--- config.mk ---
export PLATFORM = sky130hd
export DESIGN_NAME = sar_adc_serial_readout
export DESIGN_NICKNAME = d
export VERILOG_FILES = /design/src/rtl/sar_avg.v /design/src/rtl/sar_adc_serial_readout.v
export VERILOG_INCLUDE_DIRS = /design/src /design/src/inc
export SDC_FILE = /design/constraint.sdc
export NUM_CORES = 1
export LEC_CHECK = 0
export BUFFER_PORTS_ARGS = -buffer_cell sky130_fd_sc_hd__buf_2
export CAP_MARGIN = 0
export CORE_MARGIN = 10
export CORE_UTILIZATION = 60
export CTS_CLUSTER_DIAMETER = 120
export CTS_CLUSTER_SIZE = 28
export DETAILED_ROUTE_END_ITERATION = 8
export HOLD_SLACK_MARGIN = 0.15
export PLACE_DENSITY_LB_ADDON = 0.1
export SYNTH_ARGS = -nofsm -noshare
export SYNTH_HDL_FRONTEND = slang
export SYNTH_HIERARCHICAL = 1
export SYNTH_SLANG_ARGS = --single-unit
--- constraint.sdc ---
create_clock -name clk -period 5.65 [get_ports clk]
set_input_delay 1.695 -clock clk [delete_from_list [all_inputs] [get_ports clk]]
set_output_delay 1.695 -clock clk [all_outputs]
set_load 0.02 [all_outputs]
--- src/inc/sar_map.vh ---
// How it works
// - Chain select low means normal mode; shared pin gates the serial output.
// - Chain select high means chain mode; shared pin carries upstream serial data.
// - Range pin high gives full span; low compresses codes into 18.75 to 81.25 percent.
// - A convert_start rising edge while not busy powers up and starts a new conversion.
// - Busy rises when a conversion starts and falls once it completes.
// - Normal mode with read enable low presents the result on the serial output.
// - Normal mode with read enable high floats the output and ignores the clock.
// - When enabled, each rising serial clock edge shifts one bit, MSB first.
// - In chain mode, upstream data follows the own result on the output.
// - Results are two's complement.
// - Each conversion hands a 24-bit raw code to the averaging filter.
// - The filter averages 1 to 65536 consecutive results into one word.
// - No programming port or configuration register; pins select everything.
// - Between conversions the converter powers down until the next start edge.
// - The span of twice the reference splits into 2 to the 24 codes.
`ifndef SAR_MAP_VH
`define SAR_MAP_VH
`define SAR_CLK_MHZ 40
`define SAR_CODE_W 24
`define SAR_SUM_W 40
`define SAR_CNT_W 17
`define SAR_CONV_NS 392
`define SAR_CONV_CYC ((`SAR_CONV_NS * `SAR_CLK_MHZ) / 1000)
`define SAR_QUIET_NS 10
`define SAR_MAX_AVG 65536
`define SAR_FS_POS 24'h7FFFFF
`define SAR_CMP_NUM 4
`define SAR_CMP_SHIFT 3
`endif

--- src/rtl/sar_avg.v ---
`timescale 1ns/100ps
`include "sar_map.vh"
module sar_avg (
    input wire clk,
    input wire rst,
    input wire [4:0] avg_log2,
    input wire code_vld,
    input wire [23:0] code,
    input wire flush,
    output reg [23:0] avg_q,
    output reg [16:0] count_q
);
reg [39:0] sum_q;
wire [39:0] code_ext = {{16{code[23]}}, code};
wire [39:0] sum_n = sum_q + code_ext;
wire [16:0] cnt_n = count_q + 17'h00001;
wire [16:0] target = 17'h00001 << avg_log2;
wire [39:0] shifted = $signed(sum_n) >>> avg_log2;
// accumulate up to 2^16 codes, then emit their mean
always @(posedge clk) begin
    if (rst) begin
        sum_q <= 40'h0000000000;
        count_q <= 17'h00000;
        avg_q <= 24'h000000;
    end else if (flush) begin
        sum_q <= 40'h0000000000;
        count_q <= 17'h00000;
    end else if (code_vld) begin
        if (cnt_n >= target) begin
            avg_q <= shifted[23:0];
            sum_q <= 40'h0000000000;
            count_q <= 17'h00000;
        end else begin
            sum_q <= sum_n;
            count_q <= cnt_n;
        end
    end
end
endmodule // sar_avg

--- src/rtl/sar_adc_serial_readout.v ---
`timescale 1ns/100ps
`include "sar_map.vh"
module sar_adc_serial_readout (
    input wire clk,
    input wire rst,
    input wire chain_sel,
    input wire range_select_pin,
    input wire convert_start,
    input wire read_enable_or_chain_in,
    input wire sck,
    input wire [23:0] sample_code,
    input wire [4:0] avg_log2,
    output reg busy_q,
    output reg power_on_q,
    output reg sdo_q,
    output wire sdo_oe
);
localparam ST_IDLE = 2'd0;
localparam ST_CONV = 2'd1;
localparam ST_DONE = 2'd2;
localparam integer CONV_I = `SAR_CONV_CYC;
// Conversion length in clocks, cut to the timer width on purpose
localparam [15:0] CONV_CYC = CONV_I[15:0];

// pins select everything
// Every mode comes from a pin level or the convert edge; no register
// port exists, so nothing here needs a bus decoder or a reset image.

// Three-stage sync; decisions use only stages 2 and 3
// All five pins come from outside the clock domain, the serial clock too
reg [2:0] cnv_s, rdl_s, sck_s, chn_s, rng_s;
always @(posedge clk) begin
    if (rst) begin
        cnv_s <= 3'h0;
        rdl_s <= 3'h7;
        sck_s <= 3'h0;
        chn_s <= 3'h0;
        rng_s <= 3'h7;
    end else begin
        cnv_s <= {cnv_s[1:0], convert_start};
        rdl_s <= {rdl_s[1:0], read_enable_or_chain_in};
        sck_s <= {sck_s[1:0], sck};
        chn_s <= {chn_s[1:0], chain_sel};
        rng_s <= {rng_s[1:0], range_select_pin};
    end
end
reg cnv_l_q, sck_l_q, rdl_l_q, chn_l_q, rng_l_q;

// Level updates only when stages agree, filtering one-cycle glitches
// Reset values match the idle pin levels, so no false edge follows reset
always @(posedge clk) begin
    if (rst) begin
        cnv_l_q <= 1'b0;
        sck_l_q <= 1'b0;
        rdl_l_q <= 1'b1;
        chn_l_q <= 1'b0;
        rng_l_q <= 1'b1;
    end else begin
        if (cnv_s[1] == cnv_s[2]) cnv_l_q <= cnv_s[2];
        if (sck_s[1] == sck_s[2]) sck_l_q <= sck_s[2];
        if (rdl_s[1] == rdl_s[2]) rdl_l_q <= rdl_s[2];
        if (chn_s[1] == chn_s[2]) chn_l_q <= chn_s[2];
        if (rng_s[1] == rng_s[2]) rng_l_q <= rng_s[2];
    end
end

// Edge pulses last one clock: the agreed level is new and the old is low
// A serial clock above a quarter of clk would be missed; this is the cost
// of sampling the link clock rather than clocking logic from it.
wire cnv_rise = (cnv_s[1] == cnv_s[2]) && cnv_s[2] && !cnv_l_q;
wire sck_rise = (sck_s[1] == sck_s[2]) && sck_s[2] && !sck_l_q;
// normal mode, shared pin is active-low read enable
wire read_enable_n = rdl_l_q;

// chain mode, shared pin is upstream data
// Keep the sample from one clock before the detected clock edge:
// the upstream part moves its data just after that same edge, so the
// newest sample would already hold the next bit.
reg chain_in_q;
always @(posedge clk) begin
    if (rst) begin
        chain_in_q <= 1'b0;
    end else begin
        chain_in_q <= rdl_s[2];
    end
end
wire chain_in = chain_in_q;

// enable output in chain mode, or in normal mode with read enable low; float otherwise
wire out_en = chn_l_q ? 1'b1 : !read_enable_n;
assign sdo_oe = out_en;
reg [1:0] st_q;
reg [15:0] tmr_q;
reg [23:0] raw_q;
reg raw_vld_q;
reg [23:0] shreg_q;

// edge starts power-up and busy; timer ends it, then power down
// Start edges while busy are ignored; the host must pace its requests.
// Busy stays high for the counted conversion plus the done state, so the
// result is already on its way to the filter when busy falls.
always @(posedge clk) begin
    if (rst) begin
        st_q <= ST_IDLE;
        tmr_q <= 16'h0000;
        busy_q <= 1'b0;
        power_on_q <= 1'b0;
        raw_vld_q <= 1'b0;
        raw_q <= 24'h000000;
    end else begin
        raw_vld_q <= 1'b0;
        case (st_q)
            ST_IDLE: begin
                if (cnv_rise) begin
                    st_q <= ST_CONV;
                    busy_q <= 1'b1;
                    power_on_q <= 1'b1;
                    tmr_q <= 16'h0000;
                end
            end
            ST_CONV: begin
                if (tmr_q >= CONV_CYC - 16'h0001) begin
                    st_q <= ST_DONE;
                    // 24-bit code, compressed when range pin low
                    raw_q <= rng_l_q ? sample_code : compress(sample_code);
                    raw_vld_q <= 1'b1;
                end else begin
                    tmr_q <= tmr_q + 16'h0001;
                end
            end
            ST_DONE: begin
                busy_q <= 1'b0;
                power_on_q <= 1'b0;
                st_q <= ST_IDLE;
            end
            default: st_q <= ST_IDLE;
        endcase
    end
end

// scale signed code by 5/8 for the 18.75 to 81.25 percent span
// The product is taken modulo 2^27, which keeps the sign right for two's
// complement; dropping three bits floors towards minus infinity.
function [23:0] compress;
    input [23:0] c;
    reg [26:0] p;
    begin
        p = {{3{c[23]}}, c} * 27'd5;
        compress = p[26:3];
    end
endfunction

// Filter output; holds the last mean until the next count completes
wire [23:0] avg_word;
sar_avg u_avg (
    .clk(clk),
    .rst(rst),
    .avg_log2(avg_log2),
    .code_vld(raw_vld_q),
    .code(raw_q),
    .flush(1'b0),
    .avg_q(avg_word),
    .count_q()
);

reg load_q;
// Load the shift register when busy falls
// One clock later than the done state, so the filter has its new word
always @(posedge clk) begin
    if (rst) begin
        load_q <= 1'b0;
    end else begin
        load_q <= (st_q == ST_DONE);
    end
end

// two's complement MSB first, chain data fills behind
// The MSB shows right after the load; each rise then brings the next bit.
// In normal mode zeros fill behind, so extra clocks read back zeros.
always @(posedge clk) begin
    if (rst) begin
        shreg_q <= 24'h000000;
        sdo_q <= 1'b0;
    end else if (load_q) begin
        shreg_q <= avg_word;
        sdo_q <= avg_word[23];
    end else if (sck_rise && out_en) begin
        shreg_q <= {shreg_q[22:0], chn_l_q ? chain_in : 1'b0};
        sdo_q <= shreg_q[22];
    end
end
endmodule // sar_adc_serial_readout

==> results.txt, run 1 <==
Status -> complete, no violations
Initial DRT Pass Iterations -> 6
Htree depth -> 4
Area delta synth->final -> 6.32%
Dpl cell area -> 15300 um^2
Arr. time, crit path -> 5.08 ns
Total number of yosys warnings -> 6
Worst Skew -> 0.0125 ns
HPWL Detailed -> 36500 um
Top-area cell type share of the netlist area -> 0.228
Synth Area per Inst -> 7.62 um^2
Final hold viol count -> 0
Count of different cell masters after synthesis -> 101
Worst Path Buf+Inv -> 4
Worst path cell trace -> buf_2, buf_4, nor3_1, nand2_1, ha_1, nor2b_1, o21a_1, o21a_1, o21a_1, o21ai_0, a21o_1, nand2_1, buf_4, nor2_1, buf_4, nand3b_1, a21oi_1
Seq/Total Area, Yosys -> 0.228
Die area -> 31800 um^2
CP required -> 6.01 ns
WL/cell -> 21.5 um
Hold_sp -> rng_s[0]
Slowest-stage cell, CP -> nor3_1
Leak pwr -> 6.44 nW
Setup violators final -> 0
Clock buffer depth -> 2
Gr usage total -> 0.301
Post-synth top area cell -> dfxtp_1
First-pass GRT wire length -> 77600 um
Starting DRT DRC Count -> 2068
ANT nets after route -> 0
Fin util -> 0.653
Inserted Clock Buffers -> 17
Final nets -> 2078
Core area -> 24500 um^2
CTS resizes -> 0
EDFF count, synth -> 0
Top cells by area, synth -> dfxtp_1, ha_1, a21oi_1, nand2_1, nor2_1
Clock latency on the worst-skew pair -> 0.45 ns
Routed vias -> 15604
Commonest non-fill, non-tap cell in the layout -> nand2_1
CTS root buf -> clkbuf_16
Max Cap Viol -> 0
CTS tree -> built
Global placer's final weighted congestion -> 1.03
Hold_buf cts -> 0
Drt total wl -> 48900 um
# DRC -> 0
Max incr delay on CP -> 0.51 ns
Top delay family on crit path -> simple AND/OR/NAND/NOR gates
Clk pin slew, worst setup/hold paths -> 0.08 ns
Share of cells above drive strength 1 -> 0.104
Setup TNS -> 0 ns
Crit start category -> input pin
Die width -> 178 um
# clock sinks -> 171
Worst Tran Pin Value -> 1.12 ns
Asr flop ratio synth -> 0
Setup bufs post-CTS -> 0
# rows -> 57
Largest net degree at the start of global routing -> 90
FF-to-FF setup slack -> 1.05 ns
Fmax -> 212 MHz
Pwr dens -> 183 nW/um^2
Reg2reg path depth -> 12
R2r endpoint -> u_avg/avg_q[22]
Slew HR -> 0.244
Max Slew Vio Count -> 0
Port Buffer Count -> 39
Die Y-Extent -> 178 um
Most frequent cells in the layout -> nand2_1, nor2_1, a21oi_1
Crit end category -> register
Post-Syn Area -> 15000 um^2
Mapped Cells -> 1972
Final critical-path required period -> 4.72 ns
WP depth -> 17
CP Max Fanout -> 33
Via density -> 6.87
ANT cells -> 0
RSZ-0062 raised after global routing -> no
Crit path from -> avg_log2[3]
# IOs -> 40
Initial antenna violation count -> 0
Period utilization -> 0.835
Worst min path class -> register to register
Maximum vdd drop -> 0.158 mV
Reg2reg start -> raw_q[23]
Setup crit end -> u_avg/count_q[10]
Ys flop type -> dfxtp_1
Number of global-route vias before repair -> 14228
Min-Delay Path Depth -> 1
#FFs+latches synth -> 171
Final Instance Area -> 16000 um^2
Grt ovf -> 0
Initial Util -> 0.614
Crit Path Class -> input pin to register
## cell usage after synthesis (11+ instances only)
cell,instances
or3_1,16
o21ai_0,77
a21o_1,32
nand3b_1,17
and2_1,24
nor3_1,59
o21a_1,25
a211oi_1,31
a21oi_1,187
a311oi_1,14
mux2i_1,51
nand2_1,222
a21oi_2,11
nor2_1,214
or2_2,11
a31oi_1,12
xnor2_1,32
buf_2,25
dfxtp_1,171
nor4_1,16
buf_1,12
nand4_1,35
inv_1,26
clkbuf_1,88
ha_1,105
a22oi_1,12
o21ai_1,14
nor2b_1,19
o211ai_1,40
nand3_1,75
o2111ai_1,11
nand2b_1,20
xor2_1,23
mux4_2,23
and3_1,23
## sequential cells by signal, summed over array words and instances, names as in the netlist, 2 cells and up
name / flops
chn_s: 3
u_avg/sum_q: 40
u_avg/avg_q: 24
st_q: 2
u_avg/count_q: 17
shreg_q: 23
rdl_s: 3
sck_s: 3
raw_q: 24
tmr_q: 16
rng_s: 3
cnv_s: 3
## worst register-to-register path, cell delays in order (launching register included)
cell and delay (ns):
dfxtp_1 0.71, buf_4 0.27, ha_1 0.42, a21o_1 0.24
a2bb2oi_1 0.14, a211oi_1 0.78, nor3_1 0.14, a221oi_1 0.25
nand3_1 0.22, nor3_1 0.35, nor3_1 0.11, o21ai_0 0.58
o221ai_1 0.24
## power breakdown
| group | leakage, nW | switching, W | internal, W |
|---|---|---|---|
| sequential | 1.38 | 0.00000226 | 0.00121 |
| clock | 0.304 | 0.000635 | 0.000614 |
| combinational | 4.76 | 0.000305 | 0.000163 |
| total | 6.44 | 0.000942 | 0.00199 |
## logic make-up (layout without fill, tap and decap cells)
logic type                 Yosys count  count (layout)  synth area share
AOI/OAI and AO/OA                  608             608             0.279
xor gates and xnor gates            55              55            0.0321
adders and majority gates          107             107            0.0901
buffers and inverters              163             138            0.0457
DFF                                171             171             0.228
muxes                               83              83            0.0752
other                                1               2          0.000250
and+or+nand+nor                    784             784             0.250
## metal layers
metal  wire length (um)  share of wire  global-route usage  vias up
met3               4970           0.10              0.0501      136
met1              20900           0.43               0.417     7316
li1                   -              -                   -     7310
met5                  0              0                   0        -
met2              21300           0.44               0.464      842
met4               1650          0.034               0.107        0
## worst min-delay path by stage
stage / end
after global placement: rng_s[1]
after detailed placement: rng_s[1]
final: rng_s[1]
after CTS: rng_s[1]
after floorplan: rdl_s[1]
after global routing: rdl_s[1]
## stage by stage
step / cells / hold WS [ns] / setup WS [ns] / total power, W
after floorplan: 1973 / 0.389 / 0.460 / 0.00157
after global placement: 2240 / 0.391 / 0.694 / 0.00169
after detailed placement: 2240 / 0.404 / 0.505 / 0.00169
after CTS: 2272 / 0.420 / 0.967 / 0.00293
after global routing: 2272 / 0.446 / 0.709 / 0.00304
final: 2272 / 0.417 / 0.933 / 0.00293
## area by class of cell
cell class	count	area, um^2
inverter	28	105
clock buffer	17	425
fill	2154	8490
multi-input combinational	1639	10900
tap	324	405
clock inverter	15	206
sequential	171	3420
timing repair buffer	78	488
Power figures use the tool's default switching activity.
==> inputs of run 2 (changes only) <==
--- a/config.mk
+++ b/config.mk
@@ -6,10 +6,11 @@
 export SDC_FILE = /design/constraint.sdc
 export NUM_CORES = 1
 export LEC_CHECK = 0
+export ABC_AREA = 1
 export BUFFER_PORTS_ARGS = -buffer_cell sky130_fd_sc_hd__buf_2
 export CAP_MARGIN = 0
 export CORE_MARGIN = 10
-export CORE_UTILIZATION = 60
+export CORE_UTILIZATION = 58
 export CTS_CLUSTER_DIAMETER = 120
 export CTS_CLUSTER_SIZE = 28
 export DETAILED_ROUTE_END_ITERATION = 8
==> constraint.sdc (replaced) <==
create_clock -name clk -period 4 [get_ports clk]
set_input_delay 1.2 -clock clk [delete_from_list [all_inputs] [get_ports clk]]
set_output_delay 1.2 -clock clk [all_outputs]
set_load 0.02 [all_outputs]
==> run 2 against run 1 <==
Effect of this change:
- clock-buffer cell count is the same
- synthesized cell count grew 21%
- critical path depth grew 4
- hold slack lost 0.0094 ns
- setup slack worse by 0.64 ns
- largest power group unchanged
- highest routed layer unchanged
==> results.txt, run 2 <==
FF-to-FF setup slack -> 0.29 ns
Initial antenna violation count -> 0
Max incr delay on CP -> 0.38 ns
Initial Util -> 0.591
Commonest cells in the synthesized netlist -> nand2_1, nand3_1, inv_1
Final hold viol count -> 0
Starting DRT DRC Count -> 1675
Setup violators final -> 0
Crit start category -> register
Post-Syn Area -> 14400 um^2
Worst min path class -> register to register
Drt total wl -> 45600 um
Final nets -> 2550
Met2 Usage GRT -> 0.475
Reg2reg path depth -> 21
Slew HR -> 0.249
Largest family of logic cells by synthesized area -> simple AND/OR/NAND/NOR gates
First-pass GRT wire length -> 72900 um
Top Usage Layer GRT -> met2
Worst Tran Pin Value -> 1.13 ns
CTS root buf -> clkbuf_16
Fmax -> 269 MHz
Die area -> 31500 um^2
Htree depth -> 4
Reg2reg start -> u_avg/count_q[0]
Count of different cell masters after synthesis -> 50
Global placer's final weighted congestion -> 1.02
Crit Path Class -> register to register
Largest net degree at the start of global routing -> 58
Post-synth top area cell -> dfxtp_1
Biggest register -> u_avg/sum_q
R2r endpoint -> u_avg/avg_q[14]
EDFF count, synth -> 0
Top cells by area, synth -> dfxtp_1, nand2_1, nand3_1, ha_1, inv_1
Commonest non-fill, non-tap cell in the layout -> nand2_1
HPWL Detailed -> 35600 um
Slowest-stage cell, CP -> dfxtp_2
Worst path cell trace -> ha_2, nand2_1, nor2_2, nand3_2, and3b_2, nand3_2, nor3b_2, xor2_1, ha_1, buf_4, a21oi_1, o21ai_0, a21oi_1, o2111ai_2, buf_4, nand3_1, inv_2, buf_4, clkbuf_16, and3_1, a21oi_1
M1 GR Usage -> 0.355
Initial DRT Pass Iterations -> 8
Pwr dens -> 264 nW/um^2
Most frequent cells in the layout -> nand2_1, nand3_1, inv_1
Grt ovf -> 0
Worst Skew -> 0.0243 ns
ANT nets after route -> 0
Share of cells above drive strength 1 -> 0.0979
Maximum vdd drop -> 0.223 mV
Area delta synth->final -> 9.23%
Status -> complete, no violations
Max Slew Vio Count -> 0
Setup crit end -> u_avg/avg_q[14]
Port Buffer Count -> 39
# IOs -> 40
CTS tree -> built
Placed cell count -> 2709
CP Max Fanout -> 11
ANT cells -> 0
Regs by FF count -> u_avg/sum_q x40, raw_q x24, u_avg/avg_q x24
Gr usage total -> 0.284
Leak pwr -> 7.71 nW
Total number of yosys warnings -> 6
Top-area cell type share of the netlist area -> 0.238
Inserted Clock Buffers -> 17
Clock latency on the worst-skew pair -> 0.45 ns
# DRC -> 0
Max Cap Viol -> 0
Period utilization -> 0.928
Tot Pwr -> 0.00415 W
Seq/Total Area, Yosys -> 0.238
Die Y-Extent -> 177 um
Post-synthesis compound-gate area fraction -> 0.124
Grt met3 use -> 0.0363
CP required -> 4.37 ns
Max reg flops -> 40
Number of global-route vias before repair -> 14531
Most frequent cell after synthesis -> nand2_1
Via density -> 5.70
Clock buffer depth -> 2
Ys flop type -> dfxtp_1
Final critical-path required period -> 3.71 ns
Arr. time, crit path -> 4.09 ns
Top delay family on crit path -> simple AND/OR/NAND/NOR gates
Core area -> 24300 um^2
Crit path from -> u_avg/count_q[0]
# clock sinks -> 171
Area fraction in and, or, nand and nor cells after synthesis -> 0.415
Xor and xnor fraction of the mapped netlist area -> 0.0226
#FFs+latches synth -> 171
Asr flop ratio synth -> 0
Die width -> 177 um
Non-filler instance count after layout -> 2744
Clk pin slew, worst setup/hold paths -> 0.09 ns
Post-synthesis mux area share -> 0
WL/cell -> 16.6 um
Worst Path Buf+Inv -> 5
Crit end category -> register
Synth Area per Inst -> 6.02 um^2
Mapped Cells -> 2385
# rows -> 57
Synth Area in Adders -> 0.0942
Routed vias -> 15649
WP depth -> 21
run 2: changes by cell type after synthesis, sizes merged, moves of 25 or more:
cell,change
clkbuf,-45
o211ai,-28
nor2,-25
a211oi,-30
nand2,+532
mux2i,-51
a21o,-31
nor3,-37
inv,+274
nand3,+273
o21a,-26
run 2: kinds of logic (layout without fill, tap and decap cells):
group / after synthesis / in the layout
flops: 171 / 171
other cells: 1 / 2
buf+inv: 390 / 424
xor+xnor: 37 / 37
fa+ha+maj: 107 / 107
compound gates: 321 / 321
simple gates: 1358 / 1358
run 2: worst min path at each step:
stage                        start  endpoint  cells past startpoint  slack, ns
after global routing      rdl_s[0]  rdl_s[1]                      1       0.42
after detailed placement  rdl_s[0]  rdl_s[1]                      1       0.40
after global placement    sck_s[0]  sck_s[1]                      2       0.39
final                     sck_s[0]  sck_s[1]                      2       0.41
after CTS                 sck_s[0]  sck_s[1]                      2       0.41
after floorplan           chn_s[0]  chn_s[1]                      2       0.39
run 2: metrics by stage:
stage | util | hold slack [ns] | setup slack, ns | setup TNS (ns) | instance area (um^2)
final | 0.645 | 0.407 | 0.288 | 0 | 15700
after CTS | 0.642 | 0.412 | 0.0974 | 0 | 15600
after global placement | 0.617 | 0.391 | 0.0775 | 0 | 15000
after global routing | 0.645 | 0.423 | -0.0212 | -0.102 | 15700
after floorplan | - | 0.388 | 0.146 | 0 | 14400
after detailed placement | 0.617 | 0.395 | 0.00361 | 0 | 15000
run 2: worst reg2reg max path: stages, from the launching register on:
cell and delay [ns]:
dfxtp_2 0.38, ha_2 0.20, nand2_1 0.08, nor2_2 0.16, nand3_2 0.11, and3b_2 0.30, nand3_2 0.10, nor3b_2 0.22
xor2_1 0.23, ha_1 0.28, buf_4 0.14, a21oi_1 0.12, o21ai_0 0.10, a21oi_1 0.17, o2111ai_2 0.14, buf_4 0.17
nand3_1 0.10, inv_2 0.07, buf_4 0.14, clkbuf_16 0.16, and3_1 0.18, a21oi_1 0.12
run 2: repair_timing:
| item | in CTS | in global routing |
|---|---|---|
| resized for setup | 0 | 10 |
| endpoints found under the setup margin | 0 | 81 |
| buffers inserted | 0 | 2 |
| hold buffers | 0 | 0 |
run 2: routing by layer:
layer | part of all wire | up-vias
met5 | 0 | -
met2 | 0.46 | 561
met1 | 0.44 | 7183
met4 | 0.046 | 0
met3 | 0.057 | 119
li1 | - | 7786
run 2: where the power goes:
part           switching (W)  leakage (nW)  internal [W]
Sequential        0.00000375          1.38       0.00171
Clock               0.000902         0.294      0.000858
Combinational       0.000451          6.03      0.000224
Total                0.00136          7.71       0.00279
run 2: area by class of cell:
cell class | instances | area (um^2)
clock buffer | 17 | 425
clock inverter | 15 | 190
fill | 2372 | 8630
inverter | 303 | 1140
multi-input combinational | 1825 | 9460
sequential | 171 | 3430
tap | 324 | 405
timing repair buffer | 89 | 651
==> inputs of run 3 (changes only) <==
--- a/config.mk
+++ b/config.mk
@@ -10,7 +10,7 @@
 export BUFFER_PORTS_ARGS = -buffer_cell sky130_fd_sc_hd__buf_2
 export CAP_MARGIN = 0
 export CORE_MARGIN = 10
-export CORE_UTILIZATION = 58
+export CORE_UTILIZATION = 37
 export CTS_CLUSTER_DIAMETER = 120
 export CTS_CLUSTER_SIZE = 28
 export DETAILED_ROUTE_END_ITERATION = 8
==> run 3 against run 2 <==
Effect of this change:
- combinational power rose by 1%
- via count decreased by 4.4%
- first-iteration DRC count fell by 34%
- wire length increased by 6.6%
- critical path depth decreased by 1
- clock skew is 0.012 ns lower
==> results.txt, run 3 (synthesis results as in run 2) <==
Starting DRT DRC Count -> 1111
CTS root buf -> clkbuf_16
Die Y-Extent -> 217 um
Max reg flops -> 40
Slew HR -> 0.265
# IOs -> 40
First-pass GRT wire length -> 76900 um
Inserted Clock Buffers -> 17
Fin util -> 0.411
Clock buffer depth -> 2
Tot Pwr -> 0.00410 W
ANT cells -> 0
Worst Tran Pin Value -> 1.10 ns
R2r endpoint -> u_avg/avg_q[4]
CP Max Fanout -> 25
Slowest-stage cell, CP -> dfxtp_2
Number of global-route vias before repair -> 14129
Crit end category -> register
Most frequent cells in the layout -> nand2_1, nand3_1, inv_1
Max Slew Vio Count -> 0
Setup TNS -> 0 ns
Crit Path Class -> register to register
Worst path cell trace -> ha_2, nand2_1, nor2_2, nand3_2, and3b_2, nand3_2, nor3b_2, xor2_1, ha_1, nand2_1, nor3_2, nor3b_4, nand3_1, o2111ai_2, nand3_2, inv_2, buf_12, buf_12, o21ai_0, a21oi_1
Commonest non-fill, non-tap cell in the layout -> nand2_1
ANT nets after route -> 0
# clock sinks -> 171
Initial DRT Pass Iterations -> 6
Final critical-path required period -> 3.64 ns
Crit start category -> register
Reg2reg path depth -> 20
Period utilization -> 0.911
WL/cell -> 16.6 um
Reg2reg start -> u_avg/count_q[1]
Non-filler instance count after layout -> 2931
Port Buffer Count -> 39
Global placer's final weighted congestion -> 0.936
Fmax -> 274 MHz
Status -> complete, no violations
# rows -> 72
CP most frequent cell -> nand3_2
Grt ovf -> 0
Gr usage total -> 0.204
Max Cap Viol -> 0
Hold_sp -> sck_s[0]
CP required -> 4.40 ns
Top delay family on crit path -> simple AND/OR/NAND/NOR gates
Worst Skew -> 0.0122 ns
Worst Hold Endpoint -> sck_s[1]
Arr. time, crit path -> 4.04 ns
# DRC -> 0
Placed cell count -> 2897
Setup violators final -> 0
Maximum vdd drop -> 0.296 mV
Largest net degree at the start of global routing -> 61
Initial antenna violation count -> 1
Core area -> 38600 um^2
Biggest register -> u_avg/sum_q
CTS tree -> built
Die width -> 217 um
Clock latency on the worst-skew pair -> 0.47 ns
Via density -> 5.11
HPWL Detailed -> 39600 um
Final nets -> 2544
Die area -> 47100 um^2
Htree depth -> 4
Drt total wl -> 48600 um
Initial Util -> 0.373
Max incr delay on CP -> 0.34 ns
Pwr dens -> 259 nW/um^2
Area delta synth->final -> 10.3%
Regs by FF count -> u_avg/sum_q x40, raw_q x24, u_avg/avg_q x24
Worst Path Buf+Inv -> 3
Hold_buf cts -> 0
FF-to-FF setup slack -> 0.36 ns
Routed vias -> 14963
Clk pin slew, worst setup/hold paths -> 0.07 ns
Worst min path class -> register to register
Leak pwr -> 7.66 nW
Final hold viol count -> 0
Share of cells above drive strength 1 -> 0.0961
Min-Delay Path Depth -> 2
==> run 3: worst register-to-register path: cells and delay by family, from the launching register on <==
kind	cells	cell delay [ns]
compound gates	3	0.52
xor+xnor	1	0.12
fa+ha+maj	2	0.51
buf+inv	3	0.40
flops	1	0.34
simple gates	11	1.67
==> run 3: worst max-delay path by stage <==
stage	startpoint	endpoint	slack, ns	cells after the start
global placement	avg_log2[3]	u_avg/avg_q[19]	0.15	17
detailed placement	avg_log2[3]	u_avg/avg_q[4]	0.01	17
floorplan	avg_log2[0]	u_avg/avg_q[2]	0.15	16
CTS	u_avg/count_q[1]	u_avg/avg_q[4]	0.13	20
global route	u_avg/count_q[0]	u_avg/avg_q[7]	-0.04	20
finish	u_avg/count_q[1]	u_avg/avg_q[4]	0.36	20
==> run 3: power breakdown <==
part / leakage, nW / switching, W / total, W / internal, W
Clock: 0.288 / 0.000749 / 0.00170 / 0.000955
Combinational: 5.99 / 0.000461 / 0.000684 / 0.000223
Sequential: 1.38 / 0.00000320 / 0.00171 / 0.00171
Total: 7.66 / 0.00121 / 0.00410 / 0.00289
==> run 3: repair_timing <==
item | CTS | global route
endpoints found under the setup margin | 0 | 76
buffers inserted | 0 | 3
gates resized for setup | 0 | 11
==> run 3: final cells by class <==
type	instances	area [um^2]
Clock buffer	19	453
Clock inverter	12	136
Fill cell	4258	22700
Inverter	303	1140
Multi-Input combinational cell	1825	9470
Sequential cell	171	3420
Tap cell	518	648
Timing Repair Buffer	83	588
==> run 3: per-stage QoR <==
step	hold slack [ns]	cell area (um^2)	setup slack (ns)
global route	0.432	15900	-0.0415
global placement	0.400	15200	0.149
CTS	0.415	15800	0.130
finish	0.412	15900	0.355
floorplan	0.388	14400	0.146
detailed placement	0.399	15200	0.0138
==> run 3: routing by layer <==
metal,up-vias,track usage,wire [um],share of wire
met3,41,0.0273,1940,0.040
met5,-,0,0,0
li1,7772,-,-,-
met4,0,0.0536,792,0.016
met1,6872,0.286,24500,0.50
met2,278,0.322,21300,0.44
